==> src/cdd_defines.svh <==
// register offsets, field positions and reset values of the clock distribution block
`ifndef CDD_DEFINES_SVH
`define CDD_DEFINES_SVH

// ----------------------------------------
// register byte offsets
// ----------------------------------------
`define CDD_OFF_SYSCTL   12'h000
`define CDD_OFF_CMD      12'h004
`define CDD_OFF_INT      12'h100
`define CDD_OFF_FRAC     12'h200
`define CDD_OFF_PCLK     12'h300
`define CDD_WIN_MASK     12'hf00

// ----------------------------------------
// field positions
// ----------------------------------------
`define CDD_EN_BIT       0
`define CDD_INT_MSB      23
`define CDD_INT_LSB      8
`define CDD_FRAC_MSB     7
`define CDD_FRAC_LSB     3
`define CDD_SEL_MSB      7
`define CDD_SEL_LSB      0
`define CDD_REF_MSB      15
`define CDD_REF_LSB      8
`define CDD_PRESC_MSB    3
`define CDD_PRESC_LSB    0
`define CDD_CMD_EN_BIT   31
`define CDD_CMD_DIS_BIT  30

// ----------------------------------------
// reset values and limits
// ----------------------------------------
`define CDD_PRESC_RST    4'h0
`define CDD_PRESC_MAX    4'h7
`define CDD_CMD_RST      32'h0000ffff
`define CDD_CMD_MASK     32'hc000ffff
`define CDD_PCLK_RST     8'h00

`endif

==> src/cdd_pkg.sv <==
// shared types of the clock distribution block
package cdd_pkg;

   // ----------------------------------------
   // divider kinds
   // ----------------------------------------
   typedef enum logic [1:0] {
      cdd_kind_off  = 2'h0,
      cdd_kind_int  = 2'h1,
      cdd_kind_frac = 2'h2,
      cdd_kind_hf   = 2'h3
   } cdd_kind_t;

   // ----------------------------------------
   // divider selection and configuration
   // ----------------------------------------
   typedef struct packed {
      cdd_kind_t   kind;
      logic [5:0]  index;
   } cdd_sel_t;

   typedef struct packed {
      logic [15:0] int_div;
      logic [4:0]  frac;
   } cdd_div_cfg_t;

endpackage

==> src/cdd_divider.sv <==
// one integer or fractional divider producing one tick per output period
module cdd_divider #(
   parameter bit FRAC = 1'b0
) (
   input  wire logic                  pclk,
   input  wire logic                  presetn,
   input  wire logic                  enable,
   input  wire logic                  start,
   input  wire cdd_pkg::cdd_div_cfg_t cfg,
   output      logic                  tick
);

   // ----------------------------------------
   // state
   // ----------------------------------------
   typedef struct packed {
      logic        run;
      logic [16:0] cnt;
      logic [4:0]  acc;
      logic        extra;
      logic        tick;
   } cdd_div_state_t;

   cdd_div_state_t st;
   cdd_div_state_t next_st;

   // ----------------------------------------
   // period counter
   // ----------------------------------------
   always_comb begin
      logic [16:0] limit;
      logic [5:0]  sum;
      limit = {1'b0, cfg.int_div} + {16'h0000, st.extra};
      sum = {1'b0, st.acc} + {1'b0, cfg.frac};
      next_st = st;
      next_st.tick = 1'b0;
      if (!enable) begin
         next_st = '0;
      end else if (!st.run) begin
         if (start) begin
            next_st.run = 1'b1;
            next_st.cnt = 17'h00001;
            next_st.acc = FRAC ? cfg.frac : 5'h00;
            next_st.extra = 1'b0;
         end
      end else if (st.cnt >= limit) begin
         next_st.tick = 1'b1;
         next_st.cnt = 17'h00000;
         if (FRAC) begin
            next_st.acc = sum[4:0];
            next_st.extra = sum[5];
         end
      end else begin
         next_st.cnt = st.cnt + 17'h00001;
      end
   end

   always_ff @(posedge pclk or negedge presetn) begin
      if (!presetn) begin
         st <= '0;
      end else begin
         st <= next_st;
      end
   end

   assign tick = st.tick;

endmodule

==> src/cdd_clock_distribution.sv <==
// clock distribution: system prescaler, dividers, commands and peripheral muxes
// What this block does
// - system tick divides by two to setting, settings above 7 by 128
// - prescale setting resets to divide by one
// - slow root clock is slow oscillator only
// - integer divider period is one plus field
// - fractional field adds fraction over 32
// - fractional periods differ by one cycle
// - enable bit follows enable and disable commands
// - command bit 31 enables, 30 disables
// - type one integer, type two fractional
// - index range checked; 3/63 addresses nothing
// - enable aligns to chosen reference tick while that reference runs
// - aligned divider still counts its own ratio
// - each peripheral muxes any existing divider
// - eleven peripheral outputs, indexed zero to ten
// - select register: index 5:0, type 7:6
//
// Decided for this implementation: the address map and register access over APB.
`include "cdd_defines.svh"

module cdd_clock_distribution #(
   parameter int NI = 6,
   parameter int NF = 2,
   parameter int NP = 11
) (
   input  wire logic          pclk,
   input  wire logic          presetn,
   input  wire logic          psel,
   input  wire logic          penable,
   input  wire logic          pwrite,
   input  wire logic [11:0]   paddr,
   input  wire logic [31:0]   pwdata,
   output      logic [31:0]   prdata,
   output      logic          pready,
   output      logic          pslverr,
   input  wire logic          slow_internal_osc,
   output      logic          slow_root_clock,
   output      logic          system_clock,
   output      logic [NP-1:0] peripheral_clock_n
);

   // ----------------------------------------
   // sizes
   // ----------------------------------------
   localparam int ND = NI + NF;
   localparam int SW = (ND > 1) ? $clog2(ND) : 1;

   // ----------------------------------------
   // state
   // ----------------------------------------
   typedef struct packed {
      logic [3:0]                     presc_sel;
      logic [6:0]                     presc_cnt;
      logic                           sys_tick;
      logic [31:0]                    cmd;
      logic [ND-1:0]                  en;
      logic [ND-1:0]                  arm;
      logic [ND-1:0]                  ref_free;
      logic [ND-1:0][SW-1:0]          ref_slot;
      cdd_pkg::cdd_div_cfg_t [ND-1:0] cfg;
      cdd_pkg::cdd_sel_t [NP-1:0]     pclk_sel;
      logic [NP-1:0]                  pclk_out;
      logic [31:0]                    rdata;
      logic                           err;
   } cdd_state_t;

   cdd_state_t    st;
   cdd_state_t    next_st;
   logic [ND-1:0] tick;
   logic [ND-1:0] go;
   logic [NP-1:0] mux_tick;

   // ----------------------------------------
   // divider lookup
   // ----------------------------------------
   // msb flags an existing divider, low bits give its slot
   function automatic logic [SW:0] slot_of(input cdd_pkg::cdd_sel_t s);
      logic [SW:0] res;
      res = '0;
      if (s.kind == cdd_pkg::cdd_kind_int && s.index < 6'(NI)) begin
         res = {1'b1, SW'(s.index)};
      end else if (s.kind == cdd_pkg::cdd_kind_frac && s.index < 6'(NF)) begin
         res = {1'b1, SW'(s.index + 6'(NI))};
      end
      return res;
   endfunction

   // ----------------------------------------
   // dividers
   // ----------------------------------------
   genvar gd;
   generate
      for (gd = 0; gd < ND; gd++) begin : g_div
         cdd_divider #(
            .FRAC (gd >= NI)
         ) u_div (
            .pclk    (pclk),
            .presetn (presetn),
            .enable  (st.en[gd]),
            .start   (go[gd]),
            .cfg     (st.cfg[gd]),
            .tick    (tick[gd])
         );
      end
   endgenerate

   // ----------------------------------------
   // peripheral clock muxes
   // ----------------------------------------
   genvar gp;
   generate
      for (gp = 0; gp < NP; gp++) begin : g_mux
         logic [SW:0] hit;
         assign hit = slot_of(st.pclk_sel[gp]);
         assign mux_tick[gp] = hit[SW] & tick[hit[SW-1:0]];
      end
   endgenerate

   // ----------------------------------------
   // next state
   // ----------------------------------------
   always_comb begin
      logic [SW:0]   tgt;
      logic [SW:0]   rsl;
      logic [2:0]    shift;
      logic [6:0]    lim;
      logic [11:0]   win;
      logic [5:0]    wi;
      logic [SW-1:0] ds;
      logic          aligned;
      logic          is_sys;
      logic          is_cmd;
      logic          is_int;
      logic          is_frac;
      logic          is_pclk;
      logic [31:0]   rd;
      tgt = '0;
      rsl = '0;
      shift = 3'h0;
      lim = 7'h00;
      win = paddr & `CDD_WIN_MASK;
      wi = paddr[7:2];
      ds = '0;
      aligned = (paddr[1:0] == 2'h0);
      is_sys = 1'b0;
      is_cmd = 1'b0;
      is_int = 1'b0;
      is_frac = 1'b0;
      is_pclk = 1'b0;
      rd = 32'h00000000;
      next_st = st;
      go = '0;

      // ----------------------------------------
      // system prescaler
      // ----------------------------------------
      if (st.presc_sel > `CDD_PRESC_MAX) begin
         shift = 3'(`CDD_PRESC_MAX);
      end else begin
         shift = st.presc_sel[2:0];
      end
      lim = 7'((8'h01 << shift) - 8'h01);
      next_st.sys_tick = 1'b0;
      if (st.presc_cnt >= lim) begin
         next_st.presc_cnt = 7'h00;
         next_st.sys_tick = 1'b1;
      end else begin
         next_st.presc_cnt = st.presc_cnt + 7'h01;
      end

      // ----------------------------------------
      // armed dividers start on the reference tick, or at once when no reference is chosen or it is not running
      // ----------------------------------------
      for (int i = 0; i < ND; i++) begin
         go[i] = st.arm[i] &
                 (st.ref_free[i] |
                  ~(st.en[st.ref_slot[i]] & ~st.arm[st.ref_slot[i]]) |
                  tick[st.ref_slot[i]]);
         if (go[i]) begin
            next_st.arm[i] = 1'b0;
         end
      end

      // ----------------------------------------
      // command execution
      // ----------------------------------------
      tgt = slot_of(cdd_pkg::cdd_sel_t'(st.cmd[`CDD_SEL_MSB:`CDD_SEL_LSB]));
      rsl = slot_of(cdd_pkg::cdd_sel_t'(st.cmd[`CDD_REF_MSB:`CDD_REF_LSB]));
      if (tgt[SW]) begin
         if (st.cmd[`CDD_CMD_DIS_BIT]) begin
            next_st.en[tgt[SW-1:0]] = 1'b0;
            next_st.arm[tgt[SW-1:0]] = 1'b0;
         end else if (st.cmd[`CDD_CMD_EN_BIT]) begin
            next_st.en[tgt[SW-1:0]] = 1'b1;
            next_st.arm[tgt[SW-1:0]] = ~st.en[tgt[SW-1:0]];
            next_st.ref_free[tgt[SW-1:0]] = ~rsl[SW];
            next_st.ref_slot[tgt[SW-1:0]] = rsl[SW-1:0];
         end
      end
      next_st.cmd[`CDD_CMD_EN_BIT] = 1'b0;
      next_st.cmd[`CDD_CMD_DIS_BIT] = 1'b0;

      // ----------------------------------------
      // peripheral ticks
      // ----------------------------------------
      next_st.pclk_out = mux_tick;

      // ----------------------------------------
      // register decode
      // ----------------------------------------
      is_sys = (paddr == `CDD_OFF_SYSCTL);
      is_cmd = (paddr == `CDD_OFF_CMD);
      is_int = aligned && (win == `CDD_OFF_INT) && (wi < 6'(NI));
      is_frac = aligned && (win == `CDD_OFF_FRAC) && (wi < 6'(NF));
      is_pclk = aligned && (win == `CDD_OFF_PCLK) && (wi < 6'(NP));
      if (is_frac) begin
         ds = SW'(wi + 6'(NI));
      end else begin
         ds = SW'(wi);
      end

      // ----------------------------------------
      // read mux
      // ----------------------------------------
      if (is_sys) begin
         rd[`CDD_PRESC_MSB:`CDD_PRESC_LSB] = st.presc_sel;
      end else if (is_cmd) begin
         rd = st.cmd;
      end else if (is_int) begin
         rd[`CDD_INT_MSB:`CDD_INT_LSB] = st.cfg[ds].int_div;
         rd[`CDD_EN_BIT] = st.en[ds];
      end else if (is_frac) begin
         rd[`CDD_INT_MSB:`CDD_INT_LSB] = st.cfg[ds].int_div;
         rd[`CDD_FRAC_MSB:`CDD_FRAC_LSB] = st.cfg[ds].frac;
         rd[`CDD_EN_BIT] = st.en[ds];
      end else if (is_pclk) begin
         rd[`CDD_SEL_MSB:`CDD_SEL_LSB] = st.pclk_sel[wi];
      end

      // ----------------------------------------
      // setup phase captures read data and the error answer
      // ----------------------------------------
      if (psel && !penable) begin
         next_st.rdata = rd;
         next_st.err = ~(is_sys | is_cmd | is_int | is_frac | is_pclk);
      end

      // ----------------------------------------
      // access phase writes
      // ----------------------------------------
      if (psel && penable && pwrite) begin
         if (is_sys) begin
            next_st.presc_sel = pwdata[`CDD_PRESC_MSB:`CDD_PRESC_LSB];
         end
         if (is_cmd) begin
            next_st.cmd = pwdata & `CDD_CMD_MASK;
         end
         if (is_int) begin
            next_st.cfg[ds].int_div = pwdata[`CDD_INT_MSB:`CDD_INT_LSB];
         end
         if (is_frac) begin
            next_st.cfg[ds].int_div = pwdata[`CDD_INT_MSB:`CDD_INT_LSB];
            next_st.cfg[ds].frac = pwdata[`CDD_FRAC_MSB:`CDD_FRAC_LSB];
         end
         if (is_pclk) begin
            next_st.pclk_sel[wi] = cdd_pkg::cdd_sel_t'(pwdata[`CDD_SEL_MSB:`CDD_SEL_LSB]);
         end
      end
   end

   // ----------------------------------------
   // state register
   // ----------------------------------------
   always_ff @(posedge pclk or negedge presetn) begin
      if (!presetn) begin
         st <= '0;
         st.presc_sel <= `CDD_PRESC_RST;
         st.cmd <= `CDD_CMD_RST;
      end else begin
         st <= next_st;
      end
   end

   // ----------------------------------------
   // outputs
   // ----------------------------------------
   assign pready = 1'b1;
   assign prdata = st.rdata;
   assign pslverr = psel & penable & st.err;
   assign system_clock = st.sys_tick;
   assign peripheral_clock_n = st.pclk_out;
   assign slow_root_clock = slow_internal_osc;

endmodule

==> config.mk <==
export PLATFORM = sky130hd
export DESIGN_NAME = cdd_clock_distribution
export DESIGN_NICKNAME = d
export VERILOG_FILES = /design/src/cdd_pkg.sv /design/src/cdd_divider.sv /design/src/cdd_clock_distribution.sv
export VERILOG_INCLUDE_DIRS = /design/src
export SDC_FILE = /design/constraint.sdc
export NUM_CORES = 1
export LEC_CHECK = 0
export BUFFER_PORTS_ARGS = -buffer_cell sky130_fd_sc_hd__buf_2
export CAP_MARGIN = 20
export CORE_MARGIN = 2
export CORE_UTILIZATION = 35
export DETAILED_ROUTE_END_ITERATION = 7
export HOLD_SLACK_MARGIN = 0.15
export SYNTH_ARGS = -nofsm -noshare
export SYNTH_HDL_FRONTEND = slang
export SYNTH_SLANG_ARGS = --single-unit
==> constraint.sdc <==
create_clock -name pclk -period 4.02 [get_ports pclk]
set_input_delay 0 -clock pclk [delete_from_list [all_inputs] [get_ports pclk]]
set_output_delay 0 -clock pclk [all_outputs]
set_load 0.01 [all_outputs]
-- After elaboration in Yosys (flattened, before gate mapping)
Cells that the tools add are included.
- memory bits (writable): 0
- word-level logic and storage cells: 586
- memories kept: 0
- input bits: 50
- ROM bits: 0
- bits in registers: 548
- output and inout bits: 47
- bits in latches: 0
- $mul: 0
- muxes and demuxes: 216
- bitwise logic cells: 73
- add/sub/neg operators: 34
- divide/modulo/power cells: 0
- reductions and logical operators: 55
- equality and inequality tests: 52
- order comparisons: 64
- shift operators: 1
- operators with widths (cell ; number):
    bitwise mux 168 bit ; 3
    2-to-1 mux 168 bit ; 3
    2-to-1 mux 17 bit ; 14
    2-to-1 mux 24 bit ; 9
    2-to-1 mux 25 bit ; 8
    adder 16 x 1 -> 17 bit ; 8
    adder 17 x 1 -> 17 bit (second input constant) ; 8
    greater-or-equal comparator 17 bit ; 8
    demux 21 bit (select 3 bit) ; 2
    binary-select mux 1 bit (select 3 bit) ; 37
    2-to-1 mux 4 bit ; 27
    2-to-1 mux 32 bit ; 3
    bitwise mux 88 bit ; 1
    < comparator 3 x 4 -> 1 bit (second input constant) ; 21
    < comparator 6 x 2 -> 1 bit (second input constant) ; 14
    < comparator 6 x 3 -> 1 bit (second input constant) ; 14
    2-to-1 mux 1 bit ; 71
    binary-select mux 21 bit (select 3 bit) ; 1
    2-to-1 mux 16 bit ; 3
    2-to-1 mux 48 bit ; 1
    2-to-1 mux 23 bit ; 2
    adder 3 bit (second input constant) ; 14
    2-to-1 mux 21 bit ; 2
    2-to-1 mux 40 bit ; 1
    45 further kinds ; 220

-- Depth between registers and ports, before layout
- word-level depth: 14
- gate-level depth with buffers: 17
- gate-level depth less buffers: 16

-- Modules after synthesis
A second synthesis with hierarchy kept.
- cell total of the unflattened synthesis: 3046
- area total of the unflattened synthesis: 31889.3 µm²
- by module, submodules not included (module ; times used ; area an instance (µm²) ; cells each ; seq. area each (µm²)):
    cdd_clock_distribution ; 1 ; 18465.2 ; 1518 ; 9328.9
    cdd_divider (g_div[0].u_div ...) ; 6 ; 1514.0 ; 176 ; 475.5
    cdd_divider (g_div[7].u_div) ; 1 ; 2234.6 ; 241 ; 625.6
    cdd_divider (g_div[6].u_div) ; 1 ; 2105.8 ; 231 ; 625.6

-- Worst setup path after synthesis
OpenSTA, ideal clock, no wires.
- path type: register -> register
- start point: register st[263] (netlist bit)
- end point: register g_div[6].u_div.st[2] (netlist bit)
- library setup time: 0.126 ns
- arrival time: 3.203 ns
- path slack: 0.691 ns
- clock period less this slack: 3.329 ns
- cell stages (with the launch flop): 14
- required time: 3.894 ns
- buffers on the path: 0
- cells stage by stage: dfrtp_1 ha_1 ha_1 nand4_1 nor2_1 nand3_1 xor2_1 ha_1 and4_1 or3b_2 o311ai_2 o21ai_4 and2_1 a221o_1
- cells in the longest elaborated chain, start to end: 4
- RTL lines (item ; RTL line ; RTL):
    start: declaration ; cdd_clock_distribution.sv:68 ; cdd_state_t st;
    start signal: assignment ; cdd_clock_distribution.sv:281 ; st <= next_st;
    adder 16 x 1 -> 17 bit ; cdd_divider.sv:33 ; limit = {1'b0, cfg.int_div} + {16'h0000, st.extra};
    greater-or-equal comparator 17 bit ; cdd_divider.sv:46 ; end else if (st.cnt >= limit) begin
    != test 3 bit (no line) ; n/a ;
    AND reduction 2 bit (no line) ; n/a ;
    end signal: assignment ; cdd_divider.sv:62 ; st <= next_st;
    end: declaration ; cdd_divider.sv:24 ; cdd_div_state_t st;
Every way passes these cells.
A chain may end at the register's enable or synchronous reset.

-- Worst setup path after layout
- start point: register g_div[6].u_div.st[1] (netlist bit)
- end point: register g_div[6].u_div.st[4] (netlist bit)
- cells in the longest elaborated chain, start to end: 4
- RTL lines (item ; RTL line):
    adder 16 x 1 -> 17 bit ; cdd_divider.sv:33
    greater-or-equal comparator 17 bit ; cdd_divider.sv:46
    != test 3 bit (no line) ; n/a
    AND reduction 2 bit (no line) ; n/a
Every way passes these cells.

==> key figures <==
Outcome
  – Status: completed

Synthesis
  – Unique masters post-synth: 101
  – Sequential share of the synthesized area: 0.415
  – Syn avg cell area: a little over 10 um^2
  – Synth warn: 0
  – Most used DFF post-synth: dfrtp_1
  – Cell area after synthesis: roughly 31000 um^2
  – Synth async-reset ratio: 1.00
  – Flops & latches, synth: 516
  – Gate Count Post-Synth: 3004
  – Post-synth EDFFs: 0
  – Top cells by area, synth: dfrtp_1 (40%), mux2_2 (9.2%), ha_1 (7.0%)
  – Leading area contributor after synthesis: dfrtp_1
  – Area share of the largest cell type after synthesis: 0.402

Clocking
  – Skew-Pair Late Insertion Delay: 0.63 ns
  – Total clock sinks: 516
  – H-tree lvl count: 2
  – Post-CTS Setup Inserts: 0
  – TritonCTS clock tree: yes
  – TritonCTS Buffers: 57
  – CTS Buffer Depth: 3
  – Root Buffer: clkbuf_16
  – CTS clk-pin slew, worst paths: 0.06 ns

Timing
  – Final Hold Viols: 0
  – Max Freq: 0.266 GHz
  – Tcrit/Tclk final: 0.935
  – Slew margin rel.: 0.277
  – Clock Skew: 0.0236 ns
  – RSZ-0062 raised after global routing: false
  – Post-layout minimum cycle time: about 3.8 ns
  – Worst-margin pin slew: 1.09 ns
  – Final setup viols: 0
  – Sum of negative setup slack: 0 ns
  – Final Max Slew Viols: 0

Global route
  – Initial antenna violation count: 6
  – Grt ovf: 0
  – Pin count of the biggest net entering global routing: 107
  – First-pass GRT wire length: 136 mm
  – Tot GR Track Use: 0.191
  – Vias in the first global route: 22513

Place
  – Placer's final routability congestion estimate: 0.893
  – Placed insts: 4107
  – Placed instance area: around 32000 um^2
  – Post-DP HPWL: ~63 mm
  – Port bufs: 81

Hold path
  – Hold Path Stages: 5
  – HP Class: input port to register

Worst setup path
  – Max incr delay on CP: 0.48 ns
  – Reg2reg path depth: 13
  – Cell mode on critical path: ha_1
  – Crit Path Max Fanout: 9
  – WP data arrival: 4.26 ns
  – Crit path cell chain: ha_1 -> ha_1 -> nand4_1 -> nor2_1 -> nand3_1 -> xor2_1 -> ha_1 -> and4_1 -> or3b_2 -> o311ai_2 -> o21ai_4 -> and2_1 -> a221o_1
  – WP data required: 4.52 ns
  – Nature of the critical path endpoint: register
  – Slowest CP cell: or3b_2
  – Critical path class: register to register
  – Setup crit start kind: register

Layout
  – Post-Layout Cell Count: approximately 4300
  – Commonest non-fill, non-tap cell in the layout: dfrtp_1
  – Area of the multi-input gates: 16800 um^2
  – FF/Latch Area: around 13000 um^2
  – Layout cells sized above 1: 0.190
  – Post-layout nets: 3267
  – Commonest non-fill, non-tap cells in the layout: dfrtp_1 (500), mux2_2 (254), nand2_1 (222)
  – Layout fillers: 8515
  – Synthesis-to-layout area growth: 12.2%
  – Final Cell Area: approximately 35000 um^2

Die
  – Die area: 91300 um^2
  – Die height: about 300 um
  – I/O pin total: a little under 100
  – Chip width: 302 um
  – Initial core utilization: 0.353
  – Core Area: approximately 88000 um^2
  – Cell row count: 109

Power
  – Power Dens Cells: 329 nW/um^2
  – Max VDD drop: 0.348 mV
  – Leak: 15.7 nW

Route
  – Drt wl/cell: 20.7 um
  – DR vias/cell: 5.52
  – WL final: 88.1 mm
  – DRC viols: 0
  – Iter 0 DRT Violations: 1863
  – Post-route ant nets: 0
  – Vias: around 23000
  – DRT Pass-1 Iters: 6

Flow run
  – MaxCap Viol Count: 0
## worst paths after layout
check | from | endpoint | slack [ns]
hold / removal | paddr[11] | st[283] | 0.17
setup / recovery | g_div[6].u_div.st[1] | g_div[6].u_div.st[4] | 0.26
hold reg to reg | st[196] | st[196] | 0.37
max in group asynchronous | presetn | g_div[6].u_div.st[10] | 2.85
setup reg to reg | g_div[6].u_div.st[1] | g_div[6].u_div.st[4] | 0.26
min in group asynchronous | presetn | st[253] | 0.60
## per-layer routing
metal / global-route usage / vias up / share of wire
met5: 0 / - / 0.00039
met4: 0.0569 / 6 / 0.028
met3: 0.0307 / 134 / 0.054
met2: 0.295 / 534 / 0.45
met1: 0.274 / 11683 / 0.47
li1: - / 11098 / -
## final cells by class
class,instances,share of cell area
Antenna cell,1,0.0000716
Clock buffer,73,0.0448
Clock inverter,30,0.0139
Inverter,112,0.0120
Multi-Input combinational cell,2191,0.482
Sequential cell,516,0.370
Tap cell,1165,0.0417
Timing Repair Buffer,164,0.0354
## flip-flops by register name, indices dropped and copies added (netlist names)
register            count
g_div.u_div.st        156
g_div.u_div.tick        8
peripheral_clock_n     11
prdata                 26
st                    314
system_clock            1
## cell families (layout without fill, tap and decap cells)
family | count (synthesis) | after routing | synth area share
simple gates | 898 | 898 | 0.153
compound gates | 609 | 609 | 0.137
flops | 516 | 516 | 0.415
mux | 385 | 385 | 0.147
buf+inv | 308 | 379 | 0.0459
fa+ha+maj | 175 | 175 | 0.0708
xor+xnor | 111 | 111 | 0.0312
other cells | 2 | 14 | 0.000241
## critical path: cells and delay by family (launching register included)
kind | cells | cell delay [ns]
compound gates | 3 | 0.88
simple gates | 6 | 1.44
flops | 1 | 0.38
xor+xnor | 1 | 0.15
fa+ha+maj | 3 | 0.78
## power by group
group	internal (mW)	leakage (nW)	switching (mW)
clock	3.57	1.01	2.30
combinational	0.110	7.76	0.320
sequential	5.20	6.92	0.00936
total	8.88	15.7	2.62
## per-stage QoR
stage          worst slack [ns]  utilization  power, mW  hold slack [ns]
5_1_grt                  0.0412        0.396       11.9            0.180
3_5_place_dp              0.193        0.368       5.70        0.0000686
4_1_cts                   0.176        0.396       11.6            0.152
3_3_place_gp              0.329        0.368       5.70        0.0000686
2_1_floorplan             0.691            -       5.45           -0.296
6_report                  0.260        0.396       11.5            0.172
## Yosys cell counts, types with 20 or more instances
| library cell | number |
|---|---|
| xnor2_1 | 46 |
| o21ai_0 | 138 |
| o22ai_1 | 28 |
| nor2b_1 | 31 |
| nor2_1 | 173 |
| buf_4 | 51 |
| clkbuf_1 | 84 |
| a22o_1 | 20 |
| nand2b_1 | 38 |
| ha_1 | 173 |
| dfrtp_1 | 500 |
| nor4_1 | 23 |
| xor2_1 | 65 |
| and2_1 | 21 |
| a21oi_1 | 129 |
| nor3_1 | 33 |
| mux2_2 | 254 |
| and3_1 | 56 |
| nand2_1 | 222 |
| a21o_1 | 48 |
| nand3_1 | 126 |
| mux4_2 | 30 |
| buf_2 | 47 |
| a221o_1 | 25 |
| nand4_1 | 66 |
| inv_1 | 112 |
| mux2i_1 | 99 |
## timing repair
action | 4_1_cts | 5_1_grt
endpoints found under the hold margin | 529 | 0
setup endpoints to repair | 0 | 8
gates resized for setup | 0 | 1
hold buffers | 41 | 0
Note: power is estimated with default switching activity, not from simulation.
